$ cat src/intr_pkg.sv
// Constants shared by the interrupt output block and its helpers.
// Contract
// Enable low leaves interrupt pin undriven
// Enable high drives pin low on pending
// Mask bit one lets its flag through
// Each event sets its sticky flag
// Flag read returns flags then clears them
// Pin open drain after reset, push-pull optional
// Flag bits ordered touch conversion down to swap
// Event during clearing read keeps flag set
package intr_pkg;

   // ------------------------------------------------------------------
   // Bus geometry
   // ------------------------------------------------------------------
   localparam int ADDR_W = 8;
   localparam int DATA_W = 8;
   localparam int FLAG_W = 8;

   // ------------------------------------------------------------------
   // Register byte offsets
   // ------------------------------------------------------------------
   localparam logic [ADDR_W-1:0] OFF_INT_ENABLE = 8'h00;
   localparam logic [ADDR_W-1:0] OFF_INT_MASK = 8'h04;
   localparam logic [ADDR_W-1:0] OFF_INT_FLAGS = 8'h08;
   localparam logic [ADDR_W-1:0] OFF_PIN_CTRL = 8'h0C;

   // ------------------------------------------------------------------
   // Field positions and reset values
   // ------------------------------------------------------------------
   localparam int ENABLE_BIT = 0;
   localparam int PUSH_PULL_BIT = 0;
   localparam logic RST_ENABLE = 1'b0;
   localparam logic RST_PUSH_PULL = 1'b0;
   localparam logic [FLAG_W-1:0] RST_MASK = 8'h00;
   localparam logic [FLAG_W-1:0] RST_FLAGS = 8'h00;

   // ------------------------------------------------------------------
   // Flag bit positions
   // ------------------------------------------------------------------
   localparam int FLAG_TOUCH_CONV = 7;
   localparam int FLAG_CMD_FLAG = 6;
   localparam int FLAG_CMD_DRAINED = 5;
   localparam int FLAG_PLAYBACK = 4;
   localparam int FLAG_SOUND = 3;
   localparam int FLAG_TAG = 2;
   localparam int FLAG_TOUCH = 1;
   localparam int FLAG_SWAP = 0;

endpackage : intr_pkg

$ cat src/event_flag_bank.sv
// Sticky event flags with a clear-all strobe.
`timescale 1ns/1ps
module event_flag_bank
#(
   parameter int WIDTH = 8
)
(
   // Clock and reset
   input wire logic ref_clk,
   input wire logic sys_rst,
   // Events and clear
   input wire logic [WIDTH-1:0] event_set,
   input wire logic clear_all,
   // Flag state
   output logic [WIDTH-1:0] flags_reg
);
   import intr_pkg::*;

   logic [WIDTH-1:0] flags_next;

   // An event in the clearing cycle is ORed after the clear, so it survives.
   always_comb
   begin
      flags_next = clear_all ? '0 : flags_reg;
      flags_next = flags_next | event_set;  // see R4
   end

   always_ff @(posedge ref_clk or posedge sys_rst)
   begin
      if (sys_rst)
      begin
         flags_reg <= WIDTH'(RST_FLAGS);
      end
      else
      begin
         flags_reg <= flags_next;
      end
   end

endmodule : event_flag_bank

$ cat src/int_pin_driver.sv
// Registered open-drain or push-pull driver for the interrupt pin.
`timescale 1ns/1ps
module int_pin_driver
(
   // Clock and reset
   input wire logic ref_clk,
   input wire logic sys_rst,
   // Control
   input wire logic drive_en,
   input wire logic pending,
   input wire logic push_pull,
   // Pin
   output logic pin_out_reg,
   output logic pin_oe_reg
);
   logic pin_out_next;
   logic pin_oe_next;

   always_comb
   begin
      if (!drive_en)
      begin
         pin_out_next = 1'b0;
         pin_oe_next = 1'b0;
      end
      else if (push_pull)
      begin
         pin_out_next = !pending;
         pin_oe_next = 1'b1;
      end
      else
      begin
         pin_out_next = 1'b0;
         pin_oe_next = pending;
      end
   end

   always_ff @(posedge ref_clk or posedge sys_rst)
   begin
      if (sys_rst)
      begin
         pin_out_reg <= 1'b0;
         pin_oe_reg <= 1'b0;
      end
      else
      begin
         pin_out_reg <= pin_out_next;
         pin_oe_reg <= pin_oe_next;
      end
   end

endmodule : int_pin_driver

$ cat src/interrupt_output_logic.sv
// Interrupt aggregation: sticky flags, mask, enable and pin drive.
`timescale 1ns/1ps
module interrupt_output_logic
(
   // Clock and reset
   input wire logic ref_clk,
   input wire logic sys_rst,
   // Register port
   input wire logic [intr_pkg::ADDR_W-1:0] addr,
   input wire logic [intr_pkg::DATA_W-1:0] wr_data,
   input wire logic wr_stb,
   input wire logic rd_stb,
   output logic [intr_pkg::DATA_W-1:0] rd_data_reg,
   // Event sources, one-cycle pulses or levels
   input wire logic touch_conversion_done,
   input wire logic cmd_queue_flag,
   input wire logic cmd_queue_drained,
   input wire logic playback_done,
   input wire logic sound_done,
   input wire logic tag_changed,
   input wire logic touch_detected,
   input wire logic swap_done,
   // Interrupt pin, active low, resolved outside
   output logic int_n_out,
   output logic int_n_oe,
   // Internal level interrupt
   output logic irq_reg
);
   import intr_pkg::*;

   // ------------------------------------------------------------------
   // Address decode
   // ------------------------------------------------------------------
   function automatic logic hit
   (
      input logic [ADDR_W-1:0] a,
      input logic [ADDR_W-1:0] off
   );
      return a == off;
   endfunction : hit

   logic wr_enable;
   logic wr_mask;
   logic wr_pin_ctrl;
   logic flag_read;

   assign wr_enable = wr_stb && hit(addr, OFF_INT_ENABLE);
   assign wr_mask = wr_stb && hit(addr, OFF_INT_MASK);
   assign wr_pin_ctrl = wr_stb && hit(addr, OFF_PIN_CTRL);
   assign flag_read = rd_stb && hit(addr, OFF_INT_FLAGS);

   // ------------------------------------------------------------------
   // Event vector
   // ------------------------------------------------------------------
   logic [FLAG_W-1:0] events;

   always_comb
   begin
      events = '0;
      events[FLAG_TOUCH_CONV] = touch_conversion_done;
      events[FLAG_CMD_FLAG] = cmd_queue_flag;
      events[FLAG_CMD_DRAINED] = cmd_queue_drained;
      events[FLAG_PLAYBACK] = playback_done;
      events[FLAG_SOUND] = sound_done;
      events[FLAG_TAG] = tag_changed;
      events[FLAG_TOUCH] = touch_detected;
      events[FLAG_SWAP] = swap_done;
   end

   // ------------------------------------------------------------------
   // Sticky flags
   // ------------------------------------------------------------------
   logic [FLAG_W-1:0] flags_reg;

   // The clearing read and the sampled data use the same cycle's flags,
   // so nothing set before the read is lost and nothing is read twice.
   event_flag_bank #(
      .WIDTH(FLAG_W)
   ) event_flag_bank_i (
      .ref_clk(ref_clk),
      .sys_rst(sys_rst),
      .event_set(events),
      .clear_all(flag_read),
      .flags_reg(flags_reg)
   );

   // ------------------------------------------------------------------
   // Control registers
   // ------------------------------------------------------------------
   logic enable_reg;
   logic [FLAG_W-1:0] mask_reg;
   logic push_pull_reg;

   always_ff @(posedge ref_clk or posedge sys_rst)
   begin
      if (sys_rst)
      begin
         enable_reg <= RST_ENABLE;
      end
      else if (wr_enable)
      begin
         enable_reg <= wr_data[ENABLE_BIT];
      end
   end

   always_ff @(posedge ref_clk or posedge sys_rst)
   begin
      if (sys_rst)
      begin
         mask_reg <= RST_MASK;
      end
      else if (wr_mask)
      begin
         mask_reg <= wr_data[FLAG_W-1:0];
      end
   end

   always_ff @(posedge ref_clk or posedge sys_rst)
   begin
      if (sys_rst)
      begin
         push_pull_reg <= RST_PUSH_PULL;
      end
      else if (wr_pin_ctrl)
      begin
         push_pull_reg <= wr_data[PUSH_PULL_BIT];
      end
   end

   // ------------------------------------------------------------------
   // Read path
   // ------------------------------------------------------------------
   logic [DATA_W-1:0] rd_data_next;

   // Unmapped addresses read as zero; unmapped writes are dropped.
   always_comb
   begin
      rd_data_next = '0;
      if (hit(addr, OFF_INT_ENABLE))
      begin
         rd_data_next[ENABLE_BIT] = enable_reg;
      end
      else if (hit(addr, OFF_INT_MASK))
      begin
         rd_data_next[FLAG_W-1:0] = mask_reg;
      end
      else if (hit(addr, OFF_INT_FLAGS))
      begin
         rd_data_next[FLAG_W-1:0] = flags_reg;
      end
      else if (hit(addr, OFF_PIN_CTRL))
      begin
         rd_data_next[PUSH_PULL_BIT] = push_pull_reg;
      end
   end

   always_ff @(posedge ref_clk or posedge sys_rst)
   begin
      if (sys_rst)
      begin
         rd_data_reg <= '0;
      end
      else if (rd_stb)
      begin
         rd_data_reg <= rd_data_next;
      end
      else
      begin
         rd_data_reg <= '0;
      end
   end

   // ------------------------------------------------------------------
   // Pending and pin drive
   // ------------------------------------------------------------------
   logic pending;

   assign pending = |(flags_reg & mask_reg);

   always_ff @(posedge ref_clk or posedge sys_rst)
   begin
      if (sys_rst)
      begin
         irq_reg <= 1'b0;
      end
      else
      begin
         irq_reg <= pending;
      end
   end

   // The pin lags the flags by one cycle; the host sees no difference
   // at its own speed, and the pin stays glitch free.
   int_pin_driver int_pin_driver_i (
      .ref_clk(ref_clk),
      .sys_rst(sys_rst),
      .drive_en(enable_reg),
      .pending(pending),
      .push_pull(push_pull_reg),
      .pin_out_reg(int_n_out),
      .pin_oe_reg(int_n_oe)
   );
endmodule : interrupt_output_logic

$ cat config.mk
export PLATFORM = sky130hd
export DESIGN_NAME = interrupt_output_logic
export DESIGN_NICKNAME = d
export VERILOG_FILES = /design/src/intr_pkg.sv /design/src/event_flag_bank.sv /design/src/int_pin_driver.sv /design/src/interrupt_output_logic.sv
export SDC_FILE = /design/constraint.sdc
export NUM_CORES = 1
export LEC_CHECK = 0
export BUFFER_PORTS_ARGS = -buffer_cell sky130_fd_sc_hd__clkbuf_2
export CAP_MARGIN = 20
export CORE_MARGIN = 2
export CORE_UTILIZATION = 52
export DETAILED_ROUTE_END_ITERATION = 16
export GPL_TIMING_DRIVEN = 0
export PLACE_DENSITY_LB_ADDON = 0.3
export SLEW_MARGIN = 10
export SYNTH_ARGS = -nofsm -noshare
export SYNTH_HDL_FRONTEND = slang
export SYNTH_HIERARCHICAL = 1
export SYNTH_SLANG_ARGS = --single-unit
$ cat constraint.sdc
create_clock -name ref_clk -period 3.2 [get_ports ref_clk]
set_clock_uncertainty 0.05 [all_clocks]
set_input_delay 0.32 -clock ref_clk [delete_from_list [all_inputs] [get_ports ref_clk]]
set_output_delay 0.32 -clock ref_clk [all_outputs]
set_load 0.005 [all_outputs]
==> summary.txt <==
Worst hold path
  – Hold Crit Class: in2reg

Floorplanning
  – Core Area: 2170 µm²
  – Die Span Y: 51.5 µm
  – I/O Pins: 39
  – Die area: 2660 µm²
  – Row cnt: 17
  – Die X-Extent: 51.5 µm
  – Initial core utilization: 54.2%

Clock network
  – TritonCTS clock tree: yes
  – Setup bufs post-CTS: 0
  – Clock sinks: 29
  – Skew-Pair Late Insertion Delay: 320 ps
  – Htree depth: 2
  – Cts bufs inserted: 5
  – Clock-pin transition on the worst setup and hold timing paths: 80 ps
  – Root Driver: clkbuf_4
  – Post-CTS resize count: 0
  – Maximum root-to-sink buffer count: 2

GRT
  – First-pass GRT wire length: ~3800 µm
  – Vias in the first global route: ~860
  – Largest net degree at the start of global routing: 20
  – GRT Overall Usage: about a fifth
  – Initial antenna violation count: 0
  – Overflow after GRT: 0

Critical path
  – Worst path top cell family by delay: simple AND/OR/NAND/NOR gates
  – Worst-path cell chain: clkbuf_2, nor4_4, nand3_1, nor2b_1, inv_2, a21o_1
  – CP Max Fanout: 9
  – Worst Path Buf+Inv: 2
  – Critical path capture point type: flop
  – Required @ worst endpoint: 3370 ps
  – Critical Path Source Type: input pin
  – CP max stage cell: nor4_4
  – Crit Path Category: in2reg
  – Crit-path max cell delay: around 400 ps
  – Crit path DAT: roughly 1700 ps

Layout
  – Area grow syn2layout: 24.4%
  – Util after Layout: just under 70%
  – Fillers: 191
  – # diodes: 0
  – Reg area: 726 µm²
  – Fin nets: around 160
  – Fin area: around 1500 µm²
  – Share of cells above drive strength 1: 44.8%
  – Area of the multi-input gates: 425 µm²

Timing
  – Slew headroom: 54.1%
  – Final hold vios: 0
  – Least-Margin Pin Slew: approximately 690 ps
  – Fmax: 657 MHz
  – Min Tclk post-route: roughly 1500 ps
  – Setup-failing EPs final: 0
  – Final Cycle Share: about 48%
  – Setup TNS: 0 ps
  – Final Max Slew Viols: 0
  – RSZ-0062 raised after global routing: no

Power and ir drop
  – Power per cell area: 443 nW/µm²
  – P_sw: 0.156 mW
  – Pleak: 0.726 nW
  – Int Pwr: 0.491 mW
  – Clock power share: 31.1%
  – Switching share of power: 24.2%
  – Max VDD drop: 0.000355 V
  – Comb power frac: 9.7%
  – Part of the power in registers: 59.2%

Routing
  – Met2 routed WL: 1190 µm
  – Vias post-DR: 854
  – Drt wl/cell: approximately 14 µm
  – Pre-antenna DRT Iters: 4
  – DR iter-0 viols: 12
  – DR WL met3: 137 µm
  – Drt drc: 0
  – Via-per-instance ratio: 5.27
  – Top Metal Used: met4
  – Final antenna-violating net count: 0
  – Met1 WL: 880 µm
  – Total Wirelength: between 2000 and 2500 µm

Logic synthesis
  – Post-Syn Nets: about 120
  – YS warnings: 6
  – Post-Syn Area per Cell: 13.5 µm²
  – Synth Instances: 87
  – Seq cells post-synth: 29
  – Register area share after synthesis: between 60% and 70%
  – Mapped cell area: between 1000 and 1500 µm²
  – Distinct cells, synth: 18

Place
  – RePlAce Congestion: approximately 0.75
  – I/O Buffers: 38
  – Placed cell areas: 1400 µm²

Job
  – MaxCap Viol Count: 0

Run status
  – Status: completed
cell usage in the layout (no fill, tap or decap), drive strengths merged:
master,Yosys,routed
clkinv,0,2
and2,1,1
nor4,1,1
dfrtp,29,29
buf,1,1
nor2b,4,4
a21o,8,8
nand4,4,4
and3b,1,1
o21a,1,1
mux4,1,1
nand3,1,1
nor2,9,9
inv,4,4
a22oi,11,11
mux2,10,10
dlygate4sd3,0,1
clkbuf,1,45
worst reg2reg max path, delay by kind of cell, from the launching register on:
kind	cells	cell delay (ps)
and+or+nand+nor	1	200
DFF	1	400
AOI/OAI and AO/OA	2	430
power groups by stage:
stage | combinational [mW] | clock [mW] | sequential [mW]
after floorplan | 0.0306 | 0 | 0.389
after global placement | 0.0599 | 0 | 0.389
after detailed placement | 0.0622 | 0 | 0.390
after CTS | 0.0634 | 0.210 | 0.383
after global routing | 0.0709 | 0.226 | 0.384
final | 0.0627 | 0.201 | 0.383
cell usage after synthesis:
library cell  number  area [µm²]
o21a_1             1        7.51
inv_2              1        3.75
nand3_1            1        5.00
buf_2              1        5.00
a22oi_1           11        82.6
nand4_1            3        18.8
and2_1             1        6.26
clkbuf_1           1        3.75
a21o_1             8        60.1
nor2b_1            4        25.0
nor2_1             9        33.8
and3b_1            1        8.76
mux4_2             1        22.5
dfrtp_1           29         726
nand4_4            1        21.3
mux2_2            10         113
inv_1              3        11.3
nor4_4             1        21.3
stage by stage:
step	cells	hold slack, ps	power (mW)	setup slack, ps
2_1_floorplan	87	11.2	0.419	1640
3_3_place_gp	153	128	0.449	1400
3_5_place_dp	153	142	0.452	1320
4_1_cts	162	106	0.656	1670
5_1_grt	162	106	0.681	1610
6_report	162	122	0.647	1680
layout make-up:
type | count | share of cell area, %
Tap cell | 28 | 2.40
Buffer | 2 | 0.599
Sequential cell | 29 | 49.7
Clock inverter | 2 | 0.685
Clock buffer | 6 | 2.83
Timing Repair Buffer | 39 | 13.7
Multi-Input combinational cell | 52 | 29.1
Inverter | 4 | 1.03
timing repair:
| item | in CTS | in global routing |
|---|---|---|
| endpoints found under the hold margin | 10 | 0 |
| hold buffers | 1 | 0 |
| setup endpoints to repair | 0 | 0 |
final timing paths:
kind	start	end	slack, ps	depth (start not counted)
min in group asynchronous	sys_rst	int_pin_driver_i/pin_out_reg	340	3
max reg2reg	event_flag_bank_i/flags_reg[5]	int_pin_driver_i/pin_oe_reg	2010	3
min	cmd_queue_drained	event_flag_bank_i/flags_reg[5]	120	2
max in group asynchronous	sys_rst	mask_reg[2]	2050	3
max	addr[5]	event_flag_bank_i/flags_reg[6]	1680	6
min reg2reg	event_flag_bank_i/flags_reg[5]	event_flag_bank_i/flags_reg[5]	470	1
per-layer routing:
layer	vias up	GRT usage (%)
met2	30	36.3
met5	-	0
met3	6	8.62
met4	0	9.21
met1	408	22.9
li1	410	-
kinds of logic after synthesis:
logic type	count (synthesis)	synth area share, %
DFF	29	61.8
AOI/OAI and AO/OA	20	12.8
and+or+nand+nor	21	11.9
buffers and inverters	6	2.02
muxes	11	11.5
No activity file was read; power rests on OpenSTA's default activity.
